[src/logic/idalu_pkg.sv]
// Shared constants and types for the inc/dec/decimal-adjust slice
package idalu_pkg;

  // ==========================================
  // Register map (byte addresses)
  localparam logic [7:0] OFS_CTRL = 8'h00;
  localparam logic [7:0] OFS_INSN = 8'h04;
  localparam logic [7:0] OFS_STAT = 8'h08;
  localparam logic [7:0] OFS_FLAG = 8'h0C;
  localparam logic [7:0] OFS_GPR = 8'h10;
  localparam logic [7:0] OFS_GPR_END = 8'h2C;
  localparam logic [7:0] OFS_IDX1 = 8'h30;
  localparam logic [7:0] OFS_IDX2 = 8'h34;

  // Control bits
  localparam int unsigned CTRL_START = 0;
  localparam int unsigned CTRL_CLR_ILL = 1;

  // Flag bit positions
  localparam int unsigned FLG_S = 7;
  localparam int unsigned FLG_Z = 6;
  localparam int unsigned FLG_H = 4;
  localparam int unsigned FLG_PV = 2;
  localparam int unsigned FLG_N = 1;
  localparam int unsigned FLG_C = 0;

  // ==========================================
  // Opcodes
  localparam logic [7:0] PFX_IDX1 = 8'hDD;
  localparam logic [7:0] PFX_IDX2 = 8'hFD;
  localparam logic [7:0] OPC_INC_MEM = 8'h34;
  localparam logic [7:0] OPC_DEC_MEM = 8'h35;
  localparam logic [7:0] OPC_DAA = 8'h27;
  localparam logic [2:0] FLD_MEM = 3'h6;
  localparam logic [2:0] FLD_ACC = 3'h7;
  localparam logic [2:0] FLD_H = 3'h4;
  localparam logic [2:0] FLD_L = 3'h5;

  // ==========================================
  // Timing: one T state is one pclk cycle
  localparam logic [2:0] REG_TS = 3'h4;
  localparam logic [5:0][2:0] IDX_TS = {3'h3, 3'h4, 3'h5, 3'h3, 3'h4, 3'h4};
  localparam logic [2:0][2:0] PTR_TS = {3'h3, 3'h4, 3'h4};
  localparam logic [2:0] IDX_MLAST = 3'h5;
  localparam logic [2:0] PTR_MLAST = 3'h2;
  localparam logic [2:0] REG_MLAST = 3'h0;

  // Reset values
  localparam logic [7:0] FLG_RST = 8'h00;
  localparam logic [15:0] IDX_RST = 16'h0000;

  typedef enum logic [1:0] {
    OP_INC = 2'h0,
    OP_DEC = 2'h1,
    OP_DAA = 2'h2
  } idalu_op_e;

endpackage : idalu_pkg

[src/logic/idalu_alu_if.sv]
// Interface between the sequencer and the arithmetic unit
`timescale 1ns/10ps
`default_nettype none
interface idalu_alu_if;
  import idalu_pkg::*;
  idalu_op_e op;
  logic [7:0] opnd;
  logic [7:0] flg_in;
  logic [7:0] res;
  logic [7:0] flg_out;
  modport core (output op, output opnd, output flg_in, input res, input flg_out);
  modport unit (input op, input opnd, input flg_in, output res, output flg_out);
endinterface : idalu_alu_if
`default_nettype wire

[src/logic/idalu_core.sv]
// Inc/dec/decimal-adjust slice with APB register access and memory port
`timescale 1ns/10ps
`default_nettype none

// Behaviour
// - DD 34 d increments the byte at first index plus displacement.
// - FD 34 d increments the byte at second index plus displacement.
// - Indexed address is 16-bit index plus sign-extended displacement.
// - Indexed inc/dec take 6 M cycles, 23 states: 4,4,3,5,4,3.
// - Increment: H from bit-3 carry, PV if operand 7F, N cleared, C kept.
// - Inc/dec set S for negative result and Z for zero result.
// - Decrement decodes as 00rrr101, 35, or DD/FD 35 d.
// - Register field: B0 C1 D2 E3 H4 L5 A7.
// - Decrement: H on bit-4 borrow, PV if operand 80, N set, C kept.
// - Register decrement 1 M cycle of 4; pointer memory 3 M cycles, 11 states.
// - Adjust after add adds 00, 06, 60 or 66 by flags and nibbles.
// - Adjust after subtract adds 00, FA, A0 or 9A likewise.
// - Adjust sets carry exactly when the upper correction applies.
// - Adjust: S from bit 7, Z on zero, PV on even parity, N kept.
module idalu_core (
  // Clock and reset
  input wire logic pclk,
  input wire logic presetn,
  // APB slave
  input wire logic psel,
  input wire logic penable,
  input wire logic pwrite,
  input wire logic [7:0] paddr,
  input wire logic [31:0] pwdata,
  output logic [31:0] prdata,
  output logic pready,
  output logic pslverr,
  // Operand memory
  output logic [15:0] mem_addr,
  output logic mem_rd,
  output logic mem_wr,
  output logic [7:0] mem_wdata,
  input wire logic [7:0] mem_rdata,
  // Completion
  output logic done
);
  import idalu_pkg::*;

  // ==========================================
  // State
  typedef enum logic [3:0] {
    ST_IDLE = 4'b0001,
    ST_EXEC = 4'b0010,
    ST_READ = 4'b0100,
    ST_WRITE = 4'b1000
  } idalu_st_e;

  typedef struct packed {
    idalu_st_e st;
    logic [2:0] mc;
    logic [2:0] tc;
    logic [2:0] mlast;
    logic [4:0] tsum;
    logic is_mem;
    logic is_idx;
    idalu_op_e op;
    logic [2:0] dst;
    logic [7:0] opnd;
    logic [23:0] insn;
    logic [7:0][7:0] gpr;
    logic [7:0] flg;
    logic [15:0] ix1;
    logic [15:0] ix2;
    logic illegal;
    logic [4:0] last_t;
    logic [2:0] last_m;
    logic pready;
    logic [31:0] prdata;
    logic pslverr;
    logic [15:0] maddr;
    logic mrd;
    logic mwr;
    logic [7:0] mwdata;
    logic done;
  } idalu_core_s;

  idalu_core_s q;
  idalu_core_s n;

  idalu_alu_if alu_if ();

  // ==========================================
  // Helpers
  // States in a given machine cycle of the current form
  function automatic logic [2:0] mc_len(input logic idx, input logic mem,
                                        input logic [2:0] mc);
    if (idx) begin
      mc_len = IDX_TS[mc];
    end else if (mem) begin
      mc_len = PTR_TS[mc[1:0]];
    end else begin
      mc_len = REG_TS;
    end
  endfunction : mc_len

  // Index plus sign-extended displacement
  function automatic logic [15:0] idx_addr(input logic [15:0] base, input logic [7:0] d);
    idx_addr = base + {{8{d[7]}}, d};
  endfunction : idx_addr

  // ==========================================
  // Arithmetic unit
  idalu_unit u_unit (
    .alu(alu_if.unit)
  );

  assign alu_if.op = q.op;
  assign alu_if.opnd = q.opnd;
  assign alu_if.flg_in = q.flg;

  // ==========================================
  // Next-state logic
  always_comb begin
    logic setup;
    logic acc;
    logic busy;
    logic start;
    logic [2:0] gi;
    logic [7:0] b0;
    logic [7:0] b1;
    logic [7:0] dsp;
    logic [2:0] nmc;
    setup = psel && !penable;
    acc = psel && penable && q.pready;
    busy = (q.st != ST_IDLE);
    start = 1'b0;
    gi = 3'(paddr[4:2] - OFS_GPR[4:2]);
    b0 = q.insn[7:0];
    b1 = q.insn[15:8];
    dsp = q.insn[23:16];
    nmc = 3'(q.mc + 3'h1);
    n = q;
    n.done = 1'b0;
    n.mwr = 1'b0;

    // APB: answer prepared in setup, so access phase completes at once
    if (setup) begin
      n.pready = 1'b1;
      n.pslverr = 1'b0;
      n.prdata = 32'h0000_0000;
      if (paddr == OFS_CTRL) begin
        n.prdata = 32'h0000_0000;
      end else if (paddr == OFS_INSN) begin
        n.prdata = {8'h00, q.insn};
        n.pslverr = pwrite && busy;
      end else if (paddr == OFS_STAT) begin
        n.prdata = {12'h000, 1'b0, q.last_m, 3'h0, q.last_t, 6'h00, q.illegal, busy};
        n.pslverr = pwrite;
      end else if (paddr == OFS_FLAG) begin
        n.prdata = {24'h00_0000, q.flg};
        n.pslverr = pwrite && busy;
      end else if (paddr >= OFS_GPR && paddr <= OFS_GPR_END && paddr[1:0] == 2'h0
                   && gi != FLD_MEM) begin
        n.prdata = {24'h00_0000, q.gpr[gi]};
        n.pslverr = pwrite && busy;
      end else if (paddr == OFS_IDX1) begin
        n.prdata = {16'h0000, q.ix1};
        n.pslverr = pwrite && busy;
      end else if (paddr == OFS_IDX2) begin
        n.prdata = {16'h0000, q.ix2};
        n.pslverr = pwrite && busy;
      end else begin
        // Unmapped: error, reads zero
        n.pslverr = 1'b1;
      end
    end

    // Write takes effect at the completing edge only
    if (acc) begin
      n.pready = 1'b0;
      if (pwrite && !q.pslverr) begin
        if (paddr == OFS_CTRL) begin
          start = pwdata[CTRL_START] && !busy;
          if (pwdata[CTRL_CLR_ILL]) begin
            n.illegal = 1'b0;
          end
        end else if (paddr == OFS_INSN) begin
          n.insn = pwdata[23:0];
        end else if (paddr == OFS_FLAG) begin
          n.flg = pwdata[7:0];
        end else if (paddr == OFS_IDX1) begin
          n.ix1 = pwdata[15:0];
        end else if (paddr == OFS_IDX2) begin
          n.ix2 = pwdata[15:0];
        end else begin
          n.gpr[gi] = pwdata[7:0];
        end
      end
    end

    // Sequencer: one T state per pclk
    unique case (q.st)
      ST_IDLE: begin
        if (start) begin
          n.st = ST_EXEC;
          n.mc = 3'h0;
          n.tc = 3'h0;
          n.tsum = 5'h00;
          n.is_mem = 1'b0;
          n.is_idx = 1'b0;
          n.mlast = REG_MLAST;
          n.dst = b0[5:3];
          n.op = b0[0] ? OP_DEC : OP_INC;
          n.opnd = q.gpr[b0[5:3]];
          if ((b0 == PFX_IDX1 || b0 == PFX_IDX2)
              && (b1 == OPC_INC_MEM || b1 == OPC_DEC_MEM)) begin
            n.is_mem = 1'b1;
            n.is_idx = 1'b1;
            n.mlast = IDX_MLAST;
            n.op = b1[0] ? OP_DEC : OP_INC;
            n.maddr = idx_addr((b0 == PFX_IDX1) ? q.ix1 : q.ix2, dsp);
          end else if (b0 == OPC_INC_MEM || b0 == OPC_DEC_MEM) begin
            n.is_mem = 1'b1;
            n.mlast = PTR_MLAST;
            n.maddr = {q.gpr[FLD_H], q.gpr[FLD_L]};
          end else if (b0 == OPC_DAA) begin
            n.op = OP_DAA;
            n.dst = FLD_ACC;
            n.opnd = q.gpr[FLD_ACC];
          end else if (b0[7:6] == 2'h0 && b0[2:1] == 2'h2 && b0[5:3] != FLD_MEM) begin
            n.op = b0[0] ? OP_DEC : OP_INC;
          end else begin
            // Not an operation of this slice: flag it and stay idle
            n.st = ST_IDLE;
            n.illegal = 1'b1;
          end
        end
      end
      ST_EXEC, ST_READ, ST_WRITE: begin
        n.tc = 3'(q.tc + 3'h1);
        n.tsum = 5'(q.tsum + 5'h01);
        // Data is written on the second state of the write cycle
        if (q.st == ST_WRITE && q.tc == 3'h0) begin
          n.mwr = 1'b1;
          n.mwdata = alu_if.res;
        end
        if (q.tc == 3'(mc_len(q.is_idx, q.is_mem, q.mc) - 3'h1)) begin
          n.tc = 3'h0;
          n.mc = nmc;
          if (q.st == ST_READ) begin
            n.opnd = mem_rdata;
          end
          if (q.mc == q.mlast) begin
            // Instruction done: commit result and flags
            n.st = ST_IDLE;
            n.mc = 3'h0;
            n.done = 1'b1;
            n.flg = alu_if.flg_out;
            n.last_t = 5'(q.tsum + 5'h01);
            n.last_m = 3'(q.mlast + 3'h1);
            if (!q.is_mem) begin
              n.gpr[q.dst] = alu_if.res;
            end
          end else if (q.is_mem && nmc == 3'(q.mlast - 3'h1)) begin
            n.st = ST_READ;
          end else if (q.is_mem && nmc == q.mlast) begin
            n.st = ST_WRITE;
          end else begin
            n.st = ST_EXEC;
          end
        end
      end
    endcase
    n.mrd = (n.st == ST_READ);
  end

  // ==========================================
  // State register
  always_ff @(posedge pclk or negedge presetn) begin
    if (!presetn) begin
      q.st <= ST_IDLE;
      q.mc <= 3'h0;
      q.tc <= 3'h0;
      q.mlast <= 3'h0;
      q.tsum <= 5'h00;
      q.is_mem <= 1'b0;
      q.is_idx <= 1'b0;
      q.op <= OP_INC;
      q.dst <= 3'h0;
      q.opnd <= 8'h00;
      q.insn <= 24'h00_0000;
      q.gpr <= 64'h0;
      q.flg <= FLG_RST;
      q.ix1 <= IDX_RST;
      q.ix2 <= IDX_RST;
      q.illegal <= 1'b0;
      q.last_t <= 5'h00;
      q.last_m <= 3'h0;
      q.pready <= 1'b0;
      q.prdata <= 32'h0000_0000;
      q.pslverr <= 1'b0;
      q.maddr <= 16'h0000;
      q.mrd <= 1'b0;
      q.mwr <= 1'b0;
      q.mwdata <= 8'h00;
      q.done <= 1'b0;
    end else begin
      q <= n;
    end
  end

  // ==========================================
  // Outputs, each straight from the state register
  assign prdata = q.prdata;
  assign pready = q.pready;
  assign pslverr = q.pslverr;
  assign mem_addr = q.maddr;
  assign mem_rd = q.mrd;
  assign mem_wr = q.mwr;
  assign mem_wdata = q.mwdata;
  assign done = q.done;

endmodule : idalu_core
`default_nettype wire

[src/logic/idalu_unit.sv]
// Combinational increment, decrement and decimal adjust with flags
`timescale 1ns/10ps
`default_nettype none
module idalu_unit (
  // Operand and result
  idalu_alu_if.unit alu
);
  import idalu_pkg::*;

  // ==========================================
  // Result and flag generation
  always_comb begin
    logic lo_fix;
    logic hi_fix;
    logic [7:0] corr;
    logic [7:0] a;
    a = alu.opnd;
    lo_fix = alu.flg_in[FLG_H] || (a[3:0] > 4'h9);
    hi_fix = alu.flg_in[FLG_C] || (a > 8'h99);
    corr = {(hi_fix ? 4'h6 : 4'h0), (lo_fix ? 4'h6 : 4'h0)};
    alu.res = a;
    alu.flg_out = alu.flg_in;
    unique case (alu.op)
      OP_INC: begin
        alu.res = a + 8'h01;
        alu.flg_out[FLG_H] = (a[3:0] == 4'hF);
        alu.flg_out[FLG_PV] = (a == 8'h7F);
        alu.flg_out[FLG_N] = 1'b0;
      end
      OP_DEC: begin
        alu.res = a - 8'h01;
        alu.flg_out[FLG_H] = (a[3:0] == 4'h0);
        alu.flg_out[FLG_PV] = (a == 8'h80);
        alu.flg_out[FLG_N] = 1'b1;
      end
      OP_DAA: begin
        // Subtracting 06/60/66 equals adding FA/A0/9A
        if (alu.flg_in[FLG_N]) begin
          alu.res = a - corr;
          alu.flg_out[FLG_H] = alu.flg_in[FLG_H] && (a[3:0] < 4'h6);
        end else begin
          alu.res = a + corr;
          alu.flg_out[FLG_H] = (a[3:0] > 4'h9);
        end
        alu.flg_out[FLG_C] = hi_fix;
        alu.flg_out[FLG_PV] = ~^alu.res;
      end
      default: begin
        alu.res = a;
      end
    endcase
    // Sign and zero follow the result for every operation
    alu.flg_out[FLG_S] = alu.res[7];
    alu.flg_out[FLG_Z] = (alu.res == 8'h00);
  end

endmodule : idalu_unit
`default_nettype wire
[config.mk]
export PLATFORM = sky130hd
export DESIGN_NAME = idalu_core
export DESIGN_NICKNAME = d
export VERILOG_FILES = /design/src/logic/idalu_pkg.sv /design/src/logic/idalu_alu_if.sv /design/src/logic/idalu_core.sv /design/src/logic/idalu_unit.sv
export SDC_FILE = /design/constraint.sdc
export NUM_CORES = 1
export LEC_CHECK = 0
export ABC_AREA = 0
export BUFFER_PORTS_ARGS = -buffer_cell sky130_fd_sc_hd__buf_2
export CAP_MARGIN = 20
export CORE_ASPECT_RATIO = 1.25
export CORE_UTILIZATION = 41
export DETAILED_ROUTE_END_ITERATION = 8
export PLACE_DENSITY_LB_ADDON = 0.3
export SYNTH_ARGS = -nofsm -noshare
export SYNTH_HDL_FRONTEND = slang
export SYNTH_SLANG_ARGS = --single-unit
export TNS_END_PERCENT = 10
[constraint.sdc]
create_clock -name pclk -period 4.2 [get_ports pclk]
set_input_delay 0.42 -clock pclk [delete_from_list [all_inputs] [get_ports pclk]]
set_output_delay 0.42 -clock pclk [all_outputs]
set_load 0.1 [all_outputs]
==> flow_metrics.tcl, run 1 <==
set metrics [dict create \
    run_status "finished, violations left" \
    failed_checks "negative hold slack" \
    vias 10700 \
    synth_enable_flop_cells 0 \
    antenna_found_initial 2 \
    coreArea_um2 33700 \
    reg2reg_slack_ps 320 \
    fin_cells 1827 \
    final.setup.tns_ps 0 \
    synth_top_cell_area_share 0.391 \
    finalClockSkew_ps 18.2 \
    rsz0062_at_grt "false" \
    powerDensity_nw_per_um2 303 \
    switching_power_uw 1130 \
    criticalPathCategory "flip-flop to flip-flop" \
    drt-total-wl_um 39300 \
    cts-resized-gates 0 \
    cts_root_buffer "clkbuf_16" \
    globalplace.congestion 0.899 \
    worstSkewPairLatency_ps 530 \
    max_freq_ghz 0.258 \
    syn_inst 1357 \
    slew_viol_final 0 \
    pwr-share-comb 0.063 \
    critPathLaunchType "flip-flop" \
    grt_pass1_wl_um 62400 \
    cts.path.max_buffers 3 \
    yosysSeqAreaShare 0.393 \
    start_util 0.418 \
    clkSinkCount 221 \
    fin_crit_sh 0.924 \
    hold_ws_ps -21.5 \
    ctsHoldBuffers 0 \
    grt_remaining_overflow 0 \
    synth_ff_type "dfrtp_1" \
    dieArea_um2 35100 \
    yosysUniqueCellTypes 83 \
    die_h_um 209 \
    layout-drive-gt1-share 0.246 \
    grtUsageTotal 0.228 \
    syn_area_per_cell_um2 10.4 \
    crit_required_ps 4570 \
    synthesis.area_um2 14100 \
    yosysWarnings 0 \
    max-cap-violations 0 \
    layout.nets 1483 \
    routed_via_density 5.84 \
    endpoint_kind "flip-flop" \
    seq_area_um2 5530 \
    ir_drop_uv 231 \
    fillers 3156 \
    synth_top_cell_by_area "dfrtp_1" \
    crit_fanout 9 \
    swShare 0.242 \
    ys_seq_elements 221 \
    multi_input_area_um2 7670 \
    io_pins 114 \
    slew_headroom 0.284 \
    post-dp-hpwl_um 29100 \
    portBuffers 97 \
    async_flop_share 1.00 \
    avgRoutedWirePerCell_um 21.5 \
    tightest_slew_ps 1070 \
    cts_setup_buffers 0 \
    finalHoldViolations 14 \
    critPathArrivalTime_ps 4250 \
    cts_tree "built" \
    rows 75 \
    drc 0 \
    setup_viol 0 \
    drt_iter0_drc 718 \
    placedCellCount 1782 \
    pwr-share-seq 0.466 \
    ant_nets 0 \
    firstDrtPassIters 5 \
    clock_power_share 0.471 \
    synthToLayoutAreaGrowth_pct 9.43 \
    leakage_uw 0.00709 \
    grt_pass1_vias 10900 \
    hp-class "input port to async pin" \
    chipWidth_um 168 \
    cts_inserted_buffers 25 \
    path_clk_slew_ps 60 \
    grt_max_degree 114 \
    p_int_uw 3540 \
    period_needed_ps 3880 \
    htreeDepth 1 \
    synth.area.top_cells "dfrtp_1 (39%), mux2_2 (8.6%), mux2i_1 (8.2%), mux4_2 (4.8%), ha_1 (3.7%)" \
]
state kept, by name (all words and copies together), names as in the netlist, 2 cells and up:
register and cells:
q 150, prdata 24, mem_addr 16, alu_if.flg_in 8, alu_if.opnd 8, mem_wdata 8, alu_if.op 2
synth_stat cells (6+ instances only):
cell type,number
a211oi_1,11
a21o_1,12
a21oi_1,83
a222oi_1,6
a22o_1,11
a22oi_1,11
a31oi_1,6
and3_1,9
buf_2,24
buf_4,63
clkbuf_1,44
dfrtp_1,220
ha_1,42
inv_1,28
mux2_2,108
mux2i_1,116
mux4_2,30
nand2_1,117
nand2b_1,14
nand3_1,21
nand4_1,10
nor2_1,78
nor2b_1,20
nor3_1,8
o211ai_1,10
o21a_1,7
o21ai_0,85
o221ai_1,8
o22ai_1,9
or3_1,6
xnor2_1,19
xor2_1,16
stage by stage:
stage / hold slack, ps / setup slack (ps) / total power (uW) / area [um^2] / util
after floorplan: 124 / 378 / 2390 / 14100 / -
after global placement: 449 / 455 / 2500 / 14600 / 0.433
after detailed placement: 457 / 355 / 2510 / 14600 / 0.433
after CTS: 17.9 / 340 / 4710 / 15400 / 0.458
after global routing: 57.9 / 57.2 / 4820 / 15400 / 0.458
final: -21.5 / 321 / 4670 / 15400 / 0.458
worst paths after layout:
kind / from / endpoint / cells after the start
worst max-delay path: q[175] / mem_addr[12] / 12
worst min-delay path: presetn / q[186] / 1
worst max register to register: q[175] / mem_addr[12] / 12
worst min register to register: prdata[12] / prdata[12] / 2
max in group asynchronous: presetn / q[162] / 2
min in group pclk: pwdata[23] / q[197] / 2
placed cells by master (no fill, tap or decap), types with 10 or more instances in the layout:
cell type,count
o211ai_1,10
dfrtp_1,220
mux2_2,108
mux2i_1,116
ha_1,42
a22o_1,11
mux4_2,30
nand2_1,117
xnor2_1,19
nor2b_1,20
buf_2,97
xor2_1,16
a211oi_1,11
inv_1,28
o21ai_0,85
a22oi_1,11
nand3_1,21
clkbuf_16,25
buf_4,34
nor2_1,78
a21o_1,12
a21oi_1,83
nand2b_1,14
nand4_1,10
kinds of logic (layout without fill, tap and decap cells):
group,after synthesis,in the layout,share of synthesized area
buf+inv,167,206,0.0656
fa+ha+maj,44,44,0.0401
other cells,1,9,0.000266
mux,257,257,0.220
xor+xnor,36,36,0.0234
simple gates,330,330,0.121
flops,221,221,0.393
compound gates,301,301,0.137
layout make-up:
type,count,area share
flip-flops and latches,221,0.359
clock buffers,30,0.0424
inverters,30,0.00738
well taps,423,0.0343
multi-input cells,976,0.498
clock inverters,14,0.0105
diodes,1,0.000162
repair buffers,132,0.0490
critical path, stage by stage (launching register included):
cell,delay [ps]
dfrtp_1,420
nand3b_1,230
nor3_2,270
buf_4,250
mux2_2,380
fa_1,480
a21o_1,210
nand4_1,110
a21boi_0,170
o21ai_0,410
a21oi_1,130
o311ai_0,530
a21oi_1,130
routing by layer:
layer  share of wire  vias to the layer above  track usage
met4           0.031                        2       0.0759
met2            0.50                      313        0.403
met1            0.41                     5334        0.288
met5         0.00031                        -            0
li1                -                     4957            -
met3           0.049                       70       0.0262
power groups by stage:
stage | clock network [uW] | registers (uW) | logic [uW]
detailed placement | 0 | 2220 | 294
global placement | 0 | 2220 | 289
global route | 2320 | 2180 | 319
CTS | 2240 | 2180 | 295
floorplan | 0 | 2220 | 175
finish | 2200 | 2180 | 292
Note: power is estimated with default switching activity, not from simulation.
==> run 2: changes to the inputs <==
CELL_PAD_IN_SITES_DETAIL_PLACEMENT = 1   (was unset)
CELL_PAD_IN_SITES_GLOBAL_PLACEMENT = 1   (was unset)
PLACE_DENSITY = 0.69   (was unset)
PLACE_DENSITY_LB_ADDON = unset   (was 0.3)
==> run 2 against run 1 <==
Effect of this change: the run still ends with negative hold slack left; total power grew 4.1%; cell area grew 0.73%; hold slack lost 25 ps; clock-buffer cell count grew 6; worst setup slack gained 160 ps; cell count grew 0.27%; combinational power grew 4%; global-route usage grew 2.5 points; critical path type unchanged; non-clock buffer count grew 3; fmax grew 4.4%; largest power group unchanged; critical endpoint is now q[158]; first-iteration DRC count grew 17%; critical path depth grew 1.
==> flow_metrics.tcl, run 2 (synthesis results as in run 1) <==
set metrics [dict create \
    drt_iter0_drc 842 \
    start_util 0.418 \
    clkSinkCount 221 \
    vias 10800 \
    io_pins 114 \
    grt_pass1_vias 11400 \
    grtUsageMet2 0.439 \
    cts_root_buffer "clkbuf_16" \
    path_delay_family "simple AND/OR/NAND/NOR gates" \
    cts_inserted_buffers 25 \
    seq_area_um2 5530 \
    rsz0062_at_grt "false" \
    pwr-share-comb 0.063 \
    largest_register_ffs 150 \
    critPathArrivalTime_ps 4160 \
    tightest_slew_ps 1020 \
    slew_headroom 0.318 \
    multi_input_area_um2 7680 \
    hp-class "input port to async pin" \
    failed_checks "negative hold slack" \
    swShare 0.240 \
    globalplace.congestion 0.860 \
    cts.path.max_buffers 3 \
    drt-total-wl_um 43200 \
    finalHoldViolations 21 \
    cts_tree "built" \
    fin_crit_sh 0.885 \
    clock_power_share 0.489 \
    layout.nets 1486 \
    worst_slack_ps 485 \
    cts_setup_buffers 0 \
    dieArea_um2 35100 \
    path_clk_slew_ps 70 \
    hold_ws_ps -46.4 \
    grt_max_degree 123 \
    final.setup.tns_ps 0 \
    finalClockSkew_ps 20.9 \
    chipWidth_um 168 \
    die_h_um 209 \
    cts-resized-gates 0 \
    ant_nets 0 \
    cpMostUsedCell "ha_1" \
    timing.critical_path.buf_inv 2 \
    dp_slack_ps 508 \
    antenna_found_initial 2 \
    slowest_stage "and3_1" \
    fillers 3701 \
    grt.met1_usage 0.327 \
    grtUsageTotal 0.252 \
    p_total_uw 4860 \
    powerDensity_nw_per_um2 313 \
    coreArea_um2 33700 \
    mostFrequentLayoutCells "dfrtp_1 (220), nand2_1 (117), mux2i_1 (116)" \
    busiest_layer "met2" \
    criticalPathCategory "flip-flop to flip-flop" \
    grt_pass1_wl_um 68400 \
    slew_viol_final 0 \
    routed_via_density 5.92 \
    avgRoutedWirePerCell_um 23.6 \
    layout-drive-gt1-share 0.249 \
    rows 75 \
    largest-register "q" \
    period_needed_ps 3720 \
    worstSkewPairLatency_ps 530 \
    switching_power_uw 1170 \
    pwr-share-seq 0.448 \
    path_cells "inv_1 > ha_1 > mux2_4 > a22oi_1 > ha_1 > xor2_1 > nand2b_1 > mux2i_4 > nand3_4 > clkinv_2 > and3_1 > a211oi_1 > a21oi_1" \
    ctsHoldBuffers 0 \
    run_status "finished, violations left" \
    htreeDepth 1 \
    crit_required_ps 4640 \
    critPathLaunchType "flip-flop" \
    leakage_uw 0.00715 \
    max_freq_ghz 0.269 \
    ir_drop_uv 301 \
    firstDrtPassIters 6 \
    portBuffers 97 \
    grt_util_met3 0.0279 \
    post-dp-hpwl_um 31400 \
    max-cap-violations 0 \
    worst_path_largest_cell_delay_ps 620 \
    p_int_uw 3690 \
    fin_util 0.461 \
    grt_remaining_overflow 0 \
    setup_viol 0 \
    endpoint_kind "flip-flop" \
    layout_commonest_cell "dfrtp_1" \
    drc 0 \
    crit_fanout 22 \
    synthToLayoutAreaGrowth_pct 10.2 \
]
-- run 2: layout make-up --
cell class,count,share of cell area
clock buffers,36,0.0468
clock inverters,10,0.0103
repair buffers,135,0.0509
well taps,423,0.0341
multi-input cells,976,0.494
diodes,1,0.000161
inverters,30,0.00733
flip-flops and latches,221,0.356
-- run 2: path summary, 6_finish.rpt --
path | from | to | slack, ps | cells after the start
hold / removal | presetn | q[185] | -50 | 1
max in group asynchronous | presetn | q[227] | 3220 | 2
setup reg to reg | q[224] | q[158] | 480 | 13
min in group pclk | pwdata[23] | q[197] | 120 | 2
hold reg to reg | prdata[9] | prdata[9] | 470 | 2
setup / recovery | q[224] | q[158] | 480 | 13
-- run 2: power by group through the flow --
stage               logic [uW]  registers [uW]  clock network, uW
finish                     305            2180               2380
detailed placement         305            2220                  0
global placement           299            2210                  0
global route               330            2180               2510
CTS                        307            2180               2420
floorplan                  175            2220                  0
-- run 2: routing by layer --
| metal | up-vias | part of all wire | wire length (um) |
|---|---|---|---|
| met5 | - | 0 | 0 |
| met4 | 0 | 0.032 | 1400 |
| met3 | 69 | 0.046 | 1980 |
| met2 | 275 | 0.50 | 21400 |
| met1 | 5547 | 0.43 | 18400 |
| li1 | 4950 | - | - |
-- run 2: through the flow --
stage,instance area (um^2),hold WS (ps),std cells
floorplan,14100,124,1364
global placement,14600,449,1783
detailed placement,14600,464,1783
CTS,15500,45.3,1829
global route,15500,45.4,1831
finish,15500,-46.4,1832
